$ cat src/rtl/clkrst_pkg.sv
// shared constants and types for the clock, reset and power control block
package clkrst_pkg;

  // ==========================================================================
  // register map
  localparam logic [7:0] SYSTEM_CLOCK_CONTROL_ADDR = 8'hd4;
  localparam logic [7:0] BASIC_TIMER_CONTROL_ADDR  = 8'hdc;
  localparam logic [7:0] STOP_ENABLE_CONTROL_ADDR  = 8'hd8;
  localparam logic [7:0] POWER_STATUS_ADDR         = 8'hd6;
  localparam logic [7:0] POWER_COMMAND_ADDR        = 8'hd7;

  // ==========================================================================
  // field positions and values
  localparam int          WAKE_EN_BIT      = 7;
  localparam int          DIV_LO_BIT       = 3;
  localparam logic [7:0]  SYSCLK_RESET     = 8'h80;
  localparam logic [7:0]  BASIC_TIMER_CONTROL_RESET      = 8'h00;
  localparam logic [3:0]  WDOG_OFF_PATTERN = 4'ha;
  localparam logic [7:0]  STOP_KEY         = 8'ha5;
  localparam logic [15:0] RESET_VECTOR     = 16'h0100;
  localparam logic [7:0]  CMD_STOP         = 8'h01;
  localparam logic [7:0]  CMD_IDLE         = 8'h02;

  // ==========================================================================
  // option encodings
  localparam logic [1:0] OSC_INT_RC = 2'h3;
  localparam logic [1:0] OSC_EXT_RC = 2'h2;
  localparam logic [1:0] OSC_XTAL   = 2'h0;

  // ==========================================================================
  // timing: stabilization wait in oscillator periods
  localparam int STAB_CYCLES_LOG2 = 19;
  localparam int STAB_CYCLES      = 1 << STAB_CYCLES_LOG2;
  localparam int CLK_PERIOD_NS    = 20;

  typedef enum logic [1:0] {
    PWR_RUN,
    PWR_IDLE,
    PWR_STOP,
    PWR_WAKE
  } power_state_t;

  typedef struct packed {
    logic [7:0] adr;
    logic [7:0] dat;
    logic       we;
    logic       cyc;
    logic       stb;
    logic       sel;
  } wb_req_t;

  typedef struct packed {
    logic       cpu_rst;
    logic       periph_rst;
    logic       wdog_en;
    logic       ports_input;
    logic       irq_disable;
  } reset_ctl_t;

endpackage

$ cat src/rtl/cpu_clock_divider.sv
// oscillator divider producing the cpu clock enable pulse
`timescale 1ns/10ps
module cpu_clock_divider (
  input  wire logic       clk_i,
  input  wire logic       rst_i,
  input  wire logic [1:0] div_sel_i,
  input  wire logic       run_i,
  output logic            tick_o
);

  logic [3:0] count;
  logic [3:0] next_count;
  logic [3:0] limit;

  // ==========================================================================
  // divide select decode
  always_comb
  begin
    unique case (div_sel_i)
      2'h0: limit = 4'hf;     // divide by 16
      2'h1: limit = 4'h7;     // divide by 8
      2'h2: limit = 4'h1;     // divide by 2
      2'h3: limit = 4'h0;     // undivided
    endcase
  end

  // counter next value
  always_comb
  begin
    next_count = count;
    if (!run_i)
      next_count = 4'h0;
    else if (count >= limit)
      next_count = 4'h0;
    else
      next_count = count + 4'h1;
  end

  always_ff @(posedge clk_i)
  begin
    if (rst_i)
      count <= 4'h0;
    else
      count <= next_count;
  end

  // one pulse per divided period
  assign tick_o = run_i && (count >= limit);

endmodule

$ cat src/rtl/clock_reset_power_control.sv
// clock selection, power-down and reset sequencing for an 8-bit controller
// Summary of operation
// - two option bits pick internal rc, external rc or crystal source
// - internal oscillator frees both oscillator pins as general i/o
// - cpu clock is oscillator undivided, or divided by 2, 8 or 16
// - clock control bit 7 enables stop wake-up by external interrupt
// - reset enables interrupt wake-up and selects oscillator divided by 16
// - stop freezes oscillator, cpu and peripherals, keeping register contents
// - stop ends only on reset or either filtered external interrupt
// - idle gates clock from cpu only; interrupt logic and timer run
// - idle keeps cpu state and ends on reset or any interrupt
// - option bit selects low-voltage reset or pin; pin then is i/o
// - reset comes from power-on, pin, watchdog, low-voltage detector or a stop command without the stop key
// - external reset pin is synchronised before internal use
// - any reset loads every control register with its default
// - watchdog overflow without refresh asserts internal reset
// - low-voltage detector holds reset while active, start after release
// - writing 1010 to basic timer upper nibble disables watchdog reset
// - reset pulse is produced when the reset pin rises
// - reset disables interrupts, enables watchdog, ports input, loads defaults
// - pc takes reset location; vector fetched after stabilization
// - reset clears divide bits to 00, giving divide by 16
// - interrupt exit from stop or idle keeps divide bits
`timescale 1ns/10ps
module clock_reset_power_control #(
  parameter int STAB_WAIT = clkrst_pkg::STAB_CYCLES
) (
  input  wire logic        clk_i,
  input  wire logic        rst_i,
  // wishbone slave
  input  wire logic        cyc_i,
  input  wire logic        stb_i,
  input  wire logic        we_i,
  input  wire logic [7:0]  adr_i,
  input  wire logic [7:0]  dat_i,
  input  wire logic        sel_i,
  output logic [7:0]       dat_o,
  output logic             ack_o,
  // option bits and reset sources
  input  wire logic [1:0]  osc_option_i,
  input  wire logic        lvr_option_i,
  input  wire logic        external_reset_pin_n_i,
  input  wire logic        low_voltage_detector_reset_i,
  input  wire logic        wdog_overflow_i,
  input  wire logic        external_irq_line_a_i,
  input  wire logic        external_irq_line_b_i,
  input  wire logic        internal_irq_i,
  // oscillator and clock outputs
  output logic             osc_enable_o,
  output logic             osc_pins_gpio_o,
  output logic             reset_pin_gpio_o,
  output logic             cpu_clk_en_o,
  output logic             periph_clk_en_o,
  output logic             stab_done_o,
  // reset outputs
  output clkrst_pkg::reset_ctl_t reset_ctl_o,
  output logic [15:0]      reset_pc_o,
  output logic             wdog_reset_en_o
);

  // ==========================================================================
  // declarations
  clkrst_pkg::wb_req_t      req;
  clkrst_pkg::power_state_t state;
  clkrst_pkg::power_state_t next_state;
  logic [7:0]  sysclk;
  logic [7:0]  next_sysclk;
  logic [7:0]  basic_timer_control;
  logic [7:0]  next_basic_timer_control;
  logic [7:0]  stop_key;
  logic [7:0]  next_stop_key;
  logic        ack;
  logic        next_ack;
  logic [7:0]  rdata;
  logic [7:0]  next_rdata;
  logic        pin_meta;
  logic        pin_sync;
  logic        pin_last;
  logic        pin_pulse;
  logic        hold_rst;
  logic        next_hold_rst;
  logic [19:0] stab_cnt;
  logic [19:0] next_stab_cnt;
  logic        stab_done;
  logic        next_stab_done;
  logic        cpu_hold;
  logic        next_cpu_hold;
  logic        sys_rst;
  logic        bad_stop;
  logic        next_bad_stop;
  logic        wr;
  logic        rd;
  logic        cmd_stop;
  logic        cmd_idle;
  logic        ext_irq;
  logic        tick;

  assign req = '{adr: adr_i, dat: dat_i, we: we_i, cyc: cyc_i, stb: stb_i, sel: sel_i};

  // ==========================================================================
  // bus strobes, one access per request
  assign wr       = req.cyc && req.stb && req.we && req.sel && !ack;
  assign rd       = req.cyc && req.stb && !req.we && !ack;
  assign cmd_stop = wr && (req.adr == clkrst_pkg::POWER_COMMAND_ADDR)
                    && (req.dat == clkrst_pkg::CMD_STOP);
  assign cmd_idle = wr && (req.adr == clkrst_pkg::POWER_COMMAND_ADDR)
                    && (req.dat == clkrst_pkg::CMD_IDLE);
  assign ext_irq  = external_irq_line_a_i || external_irq_line_b_i;

  // ==========================================================================
  // reset pin synchroniser and rising-edge detect
  // flops reset to the pin's idle high level, so no false rise after reset
  always_ff @(posedge clk_i)
  begin
    if (rst_i)
    begin
      pin_meta <= 1'b1;
      pin_sync <= 1'b1;
      pin_last <= 1'b1;
    end
    else
    begin
      pin_meta <= external_reset_pin_n_i;
      pin_sync <= pin_meta;
      pin_last <= pin_sync;
    end
  end

  // pulse on pin release, only when the pin is the reset source
  assign pin_pulse = !lvr_option_i && pin_sync && !pin_last;

  // ==========================================================================
  // held reset: power-on, pin low, or low-voltage detector active
  always_comb
  begin
    next_hold_rst = 1'b0;
    if (lvr_option_i)
      next_hold_rst = low_voltage_detector_reset_i;
    else
      next_hold_rst = !pin_sync;
  end

  always_ff @(posedge clk_i)
  begin
    if (rst_i)
      hold_rst <= 1'b1;
    else
      hold_rst <= next_hold_rst;
  end

  // watchdog reset gated by the disable pattern in the basic timer register
  assign wdog_reset_en_o = (basic_timer_control[7:4] != clkrst_pkg::WDOG_OFF_PATTERN);

  // combined system reset from every source
  assign sys_rst = rst_i || hold_rst || pin_pulse || bad_stop
                   || (wdog_overflow_i && wdog_reset_en_o);

  // ==========================================================================
  // register file next values
  always_comb
  begin
    next_sysclk   = sysclk;
    next_basic_timer_control    = basic_timer_control;
    next_stop_key = stop_key;
    if (wr && req.adr == clkrst_pkg::SYSTEM_CLOCK_CONTROL_ADDR)
      next_sysclk = req.dat & 8'h98;    // wake enable and divide bits
    if (wr && req.adr == clkrst_pkg::BASIC_TIMER_CONTROL_ADDR)
      next_basic_timer_control = req.dat;
    if (wr && req.adr == clkrst_pkg::STOP_ENABLE_CONTROL_ADDR)
      next_stop_key = req.dat;
  end

  // defaults on every reset; divide bits untouched by interrupt wake
  always_ff @(posedge clk_i)
  begin
    if (sys_rst)
    begin
      sysclk   <= clkrst_pkg::SYSCLK_RESET;
      basic_timer_control    <= clkrst_pkg::BASIC_TIMER_CONTROL_RESET;
      stop_key <= 8'h00;
    end
    else
    begin
      sysclk   <= next_sysclk;
      basic_timer_control    <= next_basic_timer_control;
      stop_key <= next_stop_key;
    end
  end

  // ==========================================================================
  // bus answer, one cycle after the request, dropped the cycle after
  always_comb
  begin
    next_ack   = (req.cyc && req.stb) && !ack;
    next_rdata = 8'h00;
    if (rd)
    begin
      unique case (req.adr)
        clkrst_pkg::SYSTEM_CLOCK_CONTROL_ADDR: next_rdata = sysclk;
        clkrst_pkg::BASIC_TIMER_CONTROL_ADDR:  next_rdata = basic_timer_control;
        clkrst_pkg::STOP_ENABLE_CONTROL_ADDR:  next_rdata = stop_key;
        clkrst_pkg::POWER_STATUS_ADDR:
          next_rdata = {5'h00, stab_done, 2'(state)};
        default:                               next_rdata = 8'h00;
      endcase
    end
  end

  always_ff @(posedge clk_i)
  begin
    if (rst_i)
    begin
      ack   <= 1'b0;
      rdata <= 8'h00;
    end
    else
    begin
      ack   <= next_ack;
      rdata <= next_rdata;
    end
  end

  assign ack_o = ack;
  assign dat_o = rdata;

  // ==========================================================================
  // power state machine
  always_comb
  begin
    next_state    = state;
    next_bad_stop = 1'b0;
    unique case (state)
      clkrst_pkg::PWR_RUN:
      begin
        if (cmd_stop && stop_key == clkrst_pkg::STOP_KEY)
          next_state = clkrst_pkg::PWR_STOP;
        else if (cmd_stop)
          next_bad_stop = 1'b1;
        else if (cmd_idle)
          next_state = clkrst_pkg::PWR_IDLE;
      end
      clkrst_pkg::PWR_IDLE:
        if (ext_irq || internal_irq_i)
          next_state = clkrst_pkg::PWR_RUN;
      clkrst_pkg::PWR_STOP:
        if (ext_irq && sysclk[clkrst_pkg::WAKE_EN_BIT])
          next_state = clkrst_pkg::PWR_WAKE;
      clkrst_pkg::PWR_WAKE:
        if (stab_done)
          next_state = clkrst_pkg::PWR_RUN;
    endcase
  end

  always_ff @(posedge clk_i)
  begin
    if (sys_rst)
    begin
      state    <= clkrst_pkg::PWR_WAKE;   // wait stabilization after reset
      bad_stop <= 1'b0;
    end
    else
    begin
      state    <= next_state;
      bad_stop <= next_bad_stop;
    end
  end

  // ==========================================================================
  // stabilization counter, length from the basic timer setting
  always_comb
  begin
    next_stab_cnt  = stab_cnt;
    next_stab_done = stab_done;
    if (state == clkrst_pkg::PWR_WAKE)
    begin
      if (stab_cnt >= 20'(STAB_WAIT - 1) >> basic_timer_control[3:2])
        next_stab_done = 1'b1;
      else
        next_stab_cnt = stab_cnt + 20'h1;
    end
    else if (next_state == clkrst_pkg::PWR_WAKE)
    begin
      next_stab_cnt  = 20'h0;
      next_stab_done = 1'b0;
    end
  end

  always_ff @(posedge clk_i)
  begin
    if (sys_rst)
    begin
      stab_cnt  <= 20'h0;
      stab_done <= 1'b0;
    end
    else
    begin
      stab_cnt  <= next_stab_cnt;
      stab_done <= next_stab_done;
    end
  end

  assign stab_done_o = stab_done;

  // ==========================================================================
  // cpu hold after a reset, released once stabilization has elapsed
  // an interrupt wake clears stab_done too, but must not reset the cpu
  always_comb
  begin
    next_cpu_hold = cpu_hold && !stab_done;
  end

  always_ff @(posedge clk_i)
  begin
    if (sys_rst)
      cpu_hold <= 1'b1;
    else
      cpu_hold <= next_cpu_hold;
  end

  // ==========================================================================
  // cpu clock divider
  cpu_clock_divider u_div (
    .clk_i     (clk_i),
    .rst_i     (sys_rst),
    .div_sel_i (sysclk[clkrst_pkg::DIV_LO_BIT +: 2]),
    .run_i     (state == clkrst_pkg::PWR_RUN),
    .tick_o    (tick)
  );

  // clock gating per power state
  assign osc_enable_o    = (state != clkrst_pkg::PWR_STOP);
  assign cpu_clk_en_o    = tick;
  assign periph_clk_en_o = (state != clkrst_pkg::PWR_STOP);
  assign osc_pins_gpio_o = (osc_option_i == clkrst_pkg::OSC_INT_RC);
  assign reset_pin_gpio_o = lvr_option_i;

  // ==========================================================================
  // reset side effects toward cpu and peripherals
  assign reset_ctl_o.cpu_rst     = sys_rst || cpu_hold;
  assign reset_ctl_o.periph_rst  = sys_rst;
  assign reset_ctl_o.wdog_en     = sys_rst;
  assign reset_ctl_o.ports_input = sys_rst;
  assign reset_ctl_o.irq_disable = sys_rst;
  assign reset_pc_o              = clkrst_pkg::RESET_VECTOR;

endmodule

$ cat config.mk
export PLATFORM = sky130hd
export DESIGN_NAME = clock_reset_power_control
export DESIGN_NICKNAME = d
export VERILOG_FILES = /design/src/rtl/clkrst_pkg.sv /design/src/rtl/cpu_clock_divider.sv /design/src/rtl/clock_reset_power_control.sv
export SDC_FILE = /design/constraint.sdc
export NUM_CORES = 1
export LEC_CHECK = 0
export BUFFER_PORTS_ARGS = -buffer_cell sky130_fd_sc_hd__buf_2
export CORE_ASPECT_RATIO = 0.8
export CORE_MARGIN = 2
export CORE_UTILIZATION = 54
export DETAILED_ROUTE_END_ITERATION = 7
export PLACE_DENSITY = 0.86
export SKIP_LAST_GASP = 1
export SLEW_MARGIN = 20
export SYNTH_ARGS = -nofsm -noshare
export SYNTH_HDL_FRONTEND = slang
export SYNTH_SLANG_ARGS = --single-unit
$ cat constraint.sdc
create_clock -name clk_i -period 2.6 [get_ports clk_i]
set_input_delay 0.13 -clock clk_i [delete_from_list [all_inputs] [get_ports clk_i]]
set_output_delay 0.13 -clock clk_i [all_outputs]
set_load 0.005 [all_outputs]
# Word level (Yosys, flattened, before mapping)
# Cells that the tools add are included.
# classes
n_shift,1
eq_ne,20
reduce_logical,41
magnitude_cmp,2
n_bitwise,2
mux,17
add_sub_neg,2
# op_table
cell,count
$mux 20,3
$eq 8x8->1 const B,6
$pmux 8 s4,1
$add 20x1->20 const B,1
$ge 20x20->1,1
$logic_and 1x1->1,20
$shr 19x2->20 const A,1
$pmux 4 s4,1
$eq 2x2->1 const B,6
$mux 2,6
$eq 8x1->1 const B,1
$eq 8x2->1 const B,1
$pmux 2 s4,1
$logic_or 1x1->1,7
$logic_not 1->1,6
$reduce_or 3->1,2
$mux 1,5
$add 4x1->4 const B,1
$eq 2x1->1 const B,2
$ge 4x4->1,1
$logic_not 2->1,2
$ne 2x2->1 const B,2
$ne 4x4->1 const B,1
$reduce_and 2->1,2
4 further kinds,5
# word_totals
output_inout_bits,37
input_bits,31
reg_bits,61
word_cells,100

# Longest topological paths before layout
# Gate-level depths: netlist (run 1).
# logic_depth
ltp_word,13
ltp_mapped,9
depth_no_buf,7

# Hierarchy
# Synthesis (run 1) repeated with hierarchy kept, for this count alone.
# unflattened
hier_cells,338
hier_area_um2,3108.0
# by_module_without_submodules
module,cells_each,n_inst,seq_area_each_um2,area_each_um2
clock_reset_power_control,311,1,1141.1,2854.0
cpu_clock_divider,27,1,80.1,254.0

# Worst setup path after synthesis (run 1)
# No wires, ideal clock.
# synth_path
path_type,register to register
from,register basic_timer_control[2]
to,register stab_cnt[4]
synth_period_minus_slack_ns,2.227
setup_ns,0.070
n_path_buf,1
t_required_ns,2.530
arrival_ns,2.157
setup_slack_ns,0.373
path_stages_with_launch,9
cell_sequence,dfxtp_1 or2_2 ha_1 and4b_1 and3_1 buf_4 a21o_1 or4_1 a21oi_1
# synth_via
elab_chain_cells,4
# synth_lines
element,line,source
"start, declared",clock_reset_power_control.sv:68,logic [7:0] basic_timer_control;
"start signal, assigned",clock_reset_power_control.sv:179,basic_timer_control <= clkrst_pkg::BASIC_TIMER_CONTROL_RESET;
"start signal, assigned",clock_reset_power_control.sv:185,basic_timer_control <= next_basic_timer_control;
$shr 19x2->20,clock_reset_power_control.sv:276,if (stab_cnt >= 20'(STAB_WAIT - 1) >> basic_timer_control[3:2])
$ge 20x20->1,clock_reset_power_control.sv:276,
$ne 2x2->1 (no source line),-,
$reduce_and 2->1 (no source line),-,
"end signal, assigned",clock_reset_power_control.sv:297,stab_cnt <= next_stab_cnt;
"end, declared",clock_reset_power_control.sv:82,logic [19:0] stab_cnt;
# No other way between the ends.
# A chain may end at the register's enable or synchronous reset.

# Final worst setup path (run 1)
# layout_path
from,register basic_timer_control[2]
to,register stab_cnt[6]
# The elaborated chain is that of the path after synthesis.

==> results of run 1 <==
-- routing by layer --
layer  track usage, %  vias up  share of wire (%)  wire [µm]
met1             31.8     1277                 46       3310
li1                 -     1317                  -          -
met4             9.12        0                2.1        149
met5                0        -                  0          0
met3             8.08       14                6.3        447
met2             34.0      119                 45       3240
-- repair_timing --
action / 4_1_cts / 5_1_grt
hold endpoints to repair: 2 / 0
buffers inserted: 0 / 0
hold buffers: 2 / 0
-- final timing paths --
check,cells past startpoint,endpoint,from,slack [ps]
setup / recovery,6,stab_cnt[6],basic_timer_control[2],220
hold / removal,2,ack_o,rst_i,30
setup reg to reg,6,stab_cnt[6],basic_timer_control[2],220
hold reg to reg,1,pin_sync,pin_meta,410
-- registers in the layout, summed over array words and instances (netlist names) --
| name | flops |
|---|---|
| cpu_hold | 1 |
| stab_done_o | 1 |
| sysclk | 3 |
| state | 2 |
| pin_meta | 1 |
| u_div.count | 4 |
| pin_last | 1 |
| bad_stop | 1 |
| stab_cnt | 20 |
| stop_key | 8 |
| dat_o | 8 |
| basic_timer_control | 8 |
| pin_sync | 1 |
| hold_rst | 1 |
| ack_o | 1 |
-- cell usage after synthesis (2+ instances only) --
library cell,instances
nand2_1,26
ha_1,9
a21oi_1,19
a211o_1,3
nand3b_1,2
xnor2_1,7
a22oi_1,6
mux2_2,3
nand4b_1,2
and2_1,5
conb_1,2
a211oi_1,4
nor2_2,3
clkbuf_1,9
mux2i_1,12
nor4_1,5
nand3_1,22
nor2_1,37
buf_4,24
and3_1,2
buf_6,2
a22o_1,3
nor3b_1,2
xor2_1,4
inv_1,7
nor4b_1,2
or4_1,6
or2_2,7
or3_1,4
o31ai_1,6
nor2b_1,5
nand4_1,3
nand2b_1,7
a2111oi_4,3
nor3_1,2
o211ai_1,3
o21ai_0,4
a21o_1,4
dfxtp_1,61
-- worst reg2reg max path: cells and delay by family (launching register included) --
| kind | cells | cell delay, ps |
|---|---|---|
| AOI/OAI and AO/OA | 3 | 900 |
| adders and majority gates | 1 | 320 |
| DFF | 1 | 330 |
| and+or+nand+nor | 2 | 760 |
-- cells in the final DEF, fill, tap and decap left out, drive strengths merged, types with 9 or more instances in the layout --
cell and instances:
a21oi 19, buf 58, clkbuf 10, conb 16, dfxtp 61, ha 9, mux2i 12, nand2 26
nand3 22, nor2 40
-- logic make-up (layout without fill, tap and decap cells) --
logic type	Yosys count	after routing	synth area share, %
buf+inv	43	82	8.47
other cells	2	16	0.238
xor+xnor	11	11	3.05
simple gates	149	149	25.6
mux	15	15	4.87
fa+ha+maj	9	9	3.56
flops	61	61	38.6
compound gates	62	62	15.6
-- power by group --
group	leakage (nW)	switching, mW	internal (mW)
Sequential	0.492	0.00231	0.939
Combinational	0.841	0.0498	0.0364
Clock	0.112	0.358	0.555
-- cell type report --
cell class                 instances  area, µm²
sequential                        61       1220
clock buffer                      10        138
timing repair buffer              60        328
tap                               78       97.6
fill                             459       1940
multi-input combinational        262       1730
clock inverter                     5       75.1
inverter                           7       26.3
-- stage by stage --
step,instance area [µm²],util (%)
2_1_floorplan,3210,-
3_3_place_gp,3380,60.8
3_5_place_dp,3380,60.8
4_1_cts,3610,65.0
5_1_grt,3610,65.0
6_report,3610,65.0
==> impl_metrics.toml, run 1 <==
[placed_design]
gp_congestion = 0.904
placedCellCount = 466
dp_hpwl_um = 5280
post-place-ws_ps = 246
portBuffers = 51

[setup_path]
crit_slowest_cell = "or4_1"
cp_max_fo = 16
required_ps = 2870
path_delay_family = "compound AO/OA/AOI/OAI gates"
cp-start-kind = "register"
worstSetupEndpointType = "register"
arrival_ps = 2650
worstSetupPathType = "register to register"
cp_cell_sequence = "or2_2, ha_1, a2111o_1, a21o_1, or4_1, a21oi_1"
cp.buffers_inverters = 0
slowest_delay_ps = 460

[die]
rows = 24
start_util_pct = 56.9
core_um2 = 5560
die_w_um = 89.6
io_pins = 68
dieArea_um2 = 6490
die_h_um = 72.4

[yosys]
synth_flop_cell = "dfxtp_1"
ys.warnings.count = 0
yosys.area.top_type = "dfxtp_1"
synth-edff-count = 0
ys_ff_latch = 61
syn_avg_cell_area_um2 = 8.98
ys_top_cells_by_area = "dfxtp_1, buf_4, nor2_1"
syn_area_um2 = 3160
async_flop_share_pct = 0
synthDominantCellAreaShare_pct = 38.6
synth_cell_types = 54
syn_inst = 352
yosysSeqAreaShare_pct = 38.6

[clocking]
cts_buffers = 9
post_cts_resize_count = 0
root_buffer = "clkbuf_8"
cts.reportedPaths.clkPinSlew_ps = 70
cts_sinks = 61
clkLatencyLatePin_ps = 350
clk_path_buf_depth = 2
cts_htree_levels = 3
cts_tree = "yes"

[routing]
routed_wl_um = 7140
first_pass_iters = 5
drt-initial-drc-count = 195
antenna_left = 0
dr_total_vias = 2727
via_per_inst = 5.65
drc_errors = 0
wire_per_inst_um = 14.8

[timing]
holdWs_ps = 30.6
hold_violations = 0
max_slew_margin_pct = 54.0
rsz0062_at_grt = "false"
worst_clock_skew_ps = 10.2
setup_ws_ps = 221
slew_violations = 0
setup_viol = 0
fmax_mhz = 420
tightest_slew_ps = 683
min_period_ps = 2380
fin_crit_sh_pct = 91.5
tns_ps = 0

[global_route]
grt_max_degree = 22
overflow = 0
grt_usage_pct = 23.4
grt_pass1_vias = 2500
grt_first_pass_wirelength_um = 11500
antenna_found_initial = 0

[finish]
drive_above_1_share_pct = 23.7
fin_nets = 441
stdcell_count = 483
diodes = 0
area_delta_synth_final_pct = 14.2

[power_and_ir_drop]
vdd_drop_max_mv = 0.389
power.density_nw_per_um2 = 537
power_mw = 1.94
leakage_nw = 1.45

[run]
max-cap-violations = 0

[outcome]
status = "completed"

[min_path]
hold_path_class = "primary input to register"
Note: power is estimated with default switching activity, not from simulation.
==> inputs of run 2 (changes only) <==
--- a/config.mk
+++ b/config.mk
@@ -5,12 +5,13 @@
 export SDC_FILE = /design/constraint.sdc
 export NUM_CORES = 1
 export LEC_CHECK = 0
+export ABC_AREA = 1
 export BUFFER_PORTS_ARGS = -buffer_cell sky130_fd_sc_hd__buf_2
-export CORE_ASPECT_RATIO = 0.8
+export CORE_ASPECT_RATIO = 1.5
 export CORE_MARGIN = 2
-export CORE_UTILIZATION = 54
+export CORE_UTILIZATION = 55
 export DETAILED_ROUTE_END_ITERATION = 7
-export PLACE_DENSITY = 0.86
+export PLACE_DENSITY = 0.87
 export SKIP_LAST_GASP = 1
 export SLEW_MARGIN = 20
 export SYNTH_ARGS = -nofsm -noshare
==> run 2 against run 1 <==
  * Clock skew down 2.7 ps
  * Area after synthesis up 6.1%
  * Routed wire length up 13%
  * Combinational power down 7.1%
  * Sequential power about the same
  * Worst hold slack worse by 16 ps
  * Non-clock buffer count down 4
  * Clock-buffer cell count up 2
  * Fmax up 16%
  * First-iteration DRC count up 20%
  * Die area up 4.1%
  * Critical endpoint is now cpu_clk_en_o
==> impl_metrics.toml, run 2 <==
[outcome]
status = "completed"

[min_path]
holdPathEnd = "ack_o"
holdCritStartpoint = "rst_i"
hold_path_class = "primary input to register"
hold_path_depth = 2

[die]
io_pins = 68
core_um2 = 5830
start_util_pct = 57.6
rows = 34
dieArea_um2 = 6750
die_h_um = 99.7
die_w_um = 67.8

[yosys]
synthDominantCellAreaShare_pct = 36.4
async_flop_share_pct = 0
ys.warnings.count = 0
syn_avg_cell_area_um2 = 6.87
yosysSeqAreaShare_pct = 36.4
yosysMostFrequentCell = "nand2_1"
netlist_top_cells_count = "nand2_1, dfxtp_1, nor2_1, a21oi_1, inv_1"
synth-edff-count = 0
syn_inst = 488
yosys.area.top_type = "dfxtp_1"
synth_cell_types = 37
ys_ff_latch = 61
syn_area_um2 = 3350
ys_top_cells_by_area = "dfxtp_1, nand2_1, a21oi_1"
synth_flop_cell = "dfxtp_1"

[setup_path]
cp-start-kind = "register"
slowest_delay_ps = 380
cp_max_fo = 6
required_ps = 2470
worstSetupEndpointType = "output pin"
crit_slowest_cell = "dfxtp_1"
worstRegToRegCells = 12
timing.rr.end = "stab_cnt[2]"
cp_cell_sequence = "or2_2, ha_1, a21oi_1, nand3_1, nand2_1, inv_1, buf_2"
worstSetupPathType = "register to output pin"
r2r_slack_ps = 670
arrival_ps = 1930
startpoint = "sysclk[4]"
reg2reg_from = "basic_timer_control[3]"

[global_route]
grt_usage_pct = 26.3
grt_first_pass_wirelength_um = 13500
overflow = 0
antenna_found_initial = 0
grt_pass1_vias = 3165
grt_max_degree = 27

[timing]
holdWs_ps = 14.7
worst_clock_skew_ps = 7.49
tns_ps = 0
setup_ws_ps = 544
min_period_ps = 2060
slew_violations = 0
fmax_mhz = 486
setup_viol = 0
rsz0062_at_grt = "false"
hold_violations = 0
fin_crit_sh_pct = 79.1

[routing]
via_per_inst = 5.30
first_pass_iters = 5
drc_errors = 0
wire_per_inst_um = 13.2
dr_total_vias = 3236
drt-initial-drc-count = 234
routed_wl_um = 8090
antenna_left = 0

[power_and_ir_drop]
power.density_nw_per_um2 = 481
power_mw = 1.80
vdd_drop_max_mv = 0.282
leakage_nw = 1.54

[finish]
fin_util_pct = 64.3
final_common_cell = "nand2_1"
drive_above_1_share_pct = 17.1
area_delta_synth_final_pct = 11.7
layout_common_cells = "nand2_1, dfxtp_1, nor2_1"
regMostFlops = "stab_cnt"
fin_area_um2 = 3750
fin_nets = 575
final.fill_count = 526
largest_reg_flops = 20
stdcell_count = 611
diodes = 0

[placed_design]
placed_area_um2 = 3540
portBuffers = 51
dp_hpwl_um = 6010
gp_congestion = 0.898
placedCellCount = 594
post-place-ws_ps = 689

[clocking]
clkLatencyLatePin_ps = 350
cts_sinks = 61
clk_path_buf_depth = 2
cts.reportedPaths.clkPinSlew_ps = 70
cts_tree = "yes"
cts_htree_levels = 3
root_buffer = "clkbuf_8"
post_cts_resize_count = 0
cts_buffers = 9

[run]
max-cap-violations = 0
==> run 2: logic make-up after synthesis <==
logic type	share of synthesized area, %
buffers and inverters	12.5
other	0.224
AOI/OAI and AO/OA	11.4
adders and majority gates	3.36
and+or+nand+nor	33.3
xor gates and xnor gates	2.87
DFF	36.4
==> run 2: worst max-delay path by stage <==
stage | to | slack (ps) | cells after the start
2_1_floorplan | stab_cnt[2] | 990 | 13
3_3_place_gp | stab_cnt[4] | 780 | 12
3_5_place_dp | stab_cnt[2] | 690 | 12
4_1_cts | cpu_clk_en_o | 530 | 7
5_1_grt | cpu_clk_en_o | 390 | 7
6_report | cpu_clk_en_o | 540 | 7
==> run 2: area by class of cell <==
| class | instances | area (µm²) | area share, % |
|---|---|---|---|
| flip-flops and latches | 61 | 1220 | 32.6 |
| well taps | 72 | 90.1 | 2.40 |
| multi-input cells | 358 | 1770 | 47.2 |
| inverters | 49 | 184 | 4.91 |
| clock buffers | 12 | 165 | 4.41 |
| repair buffers | 56 | 298 | 7.95 |
| clock inverters | 3 | 20.0 | 0.534 |
==> run 2: critical path: cells and delay by family (launching register included) <==
family	cells	cell delay, ps
buffers and inverters	2	150
AO/OA/AOI/OAI	1	160
adder cells (fa/ha/maj)	1	310
flip-flops	1	380
AND/OR/NAND/NOR	3	580
==> run 2: timing repair <==
action,in CTS,in global routing
hold endpoints to repair,2,0
setup buffers,0,0
hold buffers,2,0
==> run 2: metal layers <==
metal | vias to the layer above | track usage, % | share of wire (%)
met3 | 31 | 7.81 | 5.4
met1 | 1449 | 26.0 | 37
met5 | - | 0 | 0
li1 | 1642 | - | -
met4 | 0 | 15.9 | 4.2
met2 | 114 | 46.2 | 54
==> run 2: power breakdown <==
part           switching [mW]  internal [mW]  leakage, nW
Clock                   0.366          0.416       0.0905
Sequential            0.00193          0.938        0.492
Combinational          0.0479         0.0322        0.959
Total                   0.415           1.39         1.54
==> inputs of run 3 (changes only) <==
--- a/config.mk
+++ b/config.mk
@@ -9,9 +9,9 @@
 export BUFFER_PORTS_ARGS = -buffer_cell sky130_fd_sc_hd__buf_2
 export CORE_ASPECT_RATIO = 1.5
 export CORE_MARGIN = 2
-export CORE_UTILIZATION = 55
+export CORE_UTILIZATION = 50
 export DETAILED_ROUTE_END_ITERATION = 7
-export PLACE_DENSITY = 0.87
+export PLACE_DENSITY = 0.84
 export SKIP_LAST_GASP = 1
 export SLEW_MARGIN = 20
 export SYNTH_ARGS = -nofsm -noshare
==> constraint.sdc (replaced) <==
create_clock -name clk_i -period 1.8 [get_ports clk_i]
set_input_delay 0.09 -clock clk_i [delete_from_list [all_inputs] [get_ports clk_i]]
set_output_delay 0.09 -clock clk_i [all_outputs]
set_load 0.005 [all_outputs]
==> run 3 against run 2 <==
  * Total power increased by 70%
  * Die area is 9.5% higher
  * Via count grew 7.1%
  * Clock power is 100% higher
  * Critical endpoint is now stab_cnt[14]
==> impl_metrics.toml, run 3 (synthesized netlist as in run 2, its figures left out) <==
[setup_path]
timing.rr.end = "stab_cnt[14]"
required_ps = 2090
crit_slowest_cell = "dfxtp_2"
slowest_delay_ps = 340
reg2reg_from = "basic_timer_control[3]"
cp_max_fo = 6
r2r_slack_ps = 5
worstRegToRegCells = 12
worstSetupEndpointType = "register"
crit_top_cell = "nand2_2"
arrival_ps = 2080
worstSetupPathType = "register to register"
cp_cell_sequence = "inv_2, nand2_2, ha_4, nand2_2, nor2_1, nand2_1, nor2_2, nand2_2, nand3_4, clkbuf_16, nand3_1, a21oi_1"
cp-start-kind = "register"

[finish]
multi_input_area_um2 = 1890
area_delta_synth_final_pct = 22.9
layout_common_cells = "nand2_1, dfxtp_1, nor2_1"
diodes = 0
final_common_cell = "nand2_1"
largest_reg_flops = 20
fin_nets = 594
fin_area_um2 = 4120
regMostFlops = "stab_cnt"
final.fill_count = 544
ff_latch_area_um2 = 1230
drive_above_1_share_pct = 24.2

[placed_design]
post-place-ws_ps = 53.3
portBuffers = 51
dp_hpwl_um = 6050
gp_congestion = 0.944
placed_area_um2 = 3620

[die]
start_util_pct = 51.7
die_h_um = 104
rows = 36
io_pins = 68
die_w_um = 70.9
core_um2 = 6490
dieArea_um2 = 7390

[global_route]
grt_max_degree = 26
grt_first_pass_wirelength_um = 14000
grt_usage_pct = 23.6
overflow = 0
grt_pass1_vias = 3246
antenna_found_initial = 0

[power_and_ir_drop]
leakage_nw = 1.68
power.density_nw_per_um2 = 742
internal_power_mw = 2.41
combPwrFrac_pct = 4.2
switchingPower_mw = 0.651
p_seq_share_pct = 44.4
vdd_drop_max_mv = 0.584
swShare_pct = 21.3
clkPwrFrac_pct = 51.4

[min_path]
hold_path_class = "primary input to register"
hold_path_depth = 3
holdPathEnd = "basic_timer_control[5]"
holdCritStartpoint = "dat_i[5]"

[run]
max-cap-violations = 0

[timing]
fmax_mhz = 557
fin_crit_sh_pct = 99.7
setup_viol = 0
min_period_ps = 1790
hold_violations = 0
slew_violations = 0
tns_ps = 0
setup_ws_ps = 5.25
rsz0062_at_grt = "true"
worst_clock_skew_ps = 12.4

[clocking]
clk_path_buf_depth = 2
cts_sinks = 61
cts_tree = "yes"
clkLatencyLatePin_ps = 360
root_buffer = "clkbuf_8"
cts_htree_levels = 3
cts_buffers = 9
cts.reportedPaths.clkPinSlew_ps = 70

[routing]
via_per_inst = 5.46
drc_errors = 0
drt-initial-drc-count = 301
wire_per_inst_um = 14.2
dr_total_vias = 3467
first_pass_iters = 8
antenna_left = 0
routed_wl_um = 9030

[outcome]
status = "completed"
[run 3: cell count changes in the layout (fill, tap and decap cells not counted), moves of 5 or more]
cell and change:
nand3_2 +5, dfxtp_1 -5, nand3_1 -5, buf_4 +13
[run 3: worst max-delay path by stage]
stage,from,end,slack (ps),cells after the start
after floorplan,basic_timer_control[3],stab_cnt[2],190,13
after global placement,basic_timer_control[3],stab_cnt[4],140,12
after detailed placement,basic_timer_control[3],stab_cnt[5],50,12
after CTS,pin_sync,reset_ctl_o[2],10,6
after global routing,basic_timer_control[3],stab_cnt[15],-80,12
final,basic_timer_control[3],stab_cnt[14],5,12
[run 3: what timing repair did]
action                                 CTS  global route
gates cloned                             0             2
setup endpoints to repair                1            28
buffers inserted                         1             3
hold buffers                             5             0
endpoints found under the hold margin    4             0
resized for setup                        6            25
pin swaps                                1             5
[run 3: area by class of cell]
cell class,count,share of cell area [%]
Sequential cell,61,29.8
Clock buffer,11,3.67
Clock inverter,5,2.58
Tap cell,76,2.31
Timing Repair Buffer,74,11.3
Inverter,49,4.46
Multi-Input combinational cell,359,45.8
[run 3: per-stage QoR]
stage	power, mW	util (%)	instances	hold slack, ps
2_1_floorplan	1.47	-	502	174
3_3_place_gp	1.50	55.8	608	275
3_5_place_dp	1.50	55.8	608	280
4_1_cts	3.06	61.1	630	5.73
5_1_grt	3.13	63.5	635	29.9
6_report	3.06	63.5	635	3.67
[run 3: layer usage]
metal | share of wire [%] | GRT usage (%) | up-vias
li1 | - | - | 1673
met1 | 35 | 24.0 | 1567
met2 | 52 | 42.3 | 171
met3 | 6.0 | 5.23 | 56
met4 | 6.6 | 14.8 | 0
met5 | 0 | 0 | -
[run 3: worst max-delay path: cells and delay by family, from the launching register on]
kind	cells	cell delay [ps]
AO/OA/AOI/OAI	1	160
buffers and inverters	2	280
AND/OR/NAND/NOR	8	670
flip-flops	1	340
adder cells (fa/ha/maj)	1	260
[run 3: power groups by stage]
stage                     clock network [mW]  logic [mW]  registers, mW
after floorplan                            0      0.0816           1.39
after global placement                     0       0.110           1.39
after detailed placement                   0       0.112           1.39
after CTS                               1.58       0.122           1.36
after global routing                    1.63       0.141           1.36
final                                   1.57       0.128           1.36
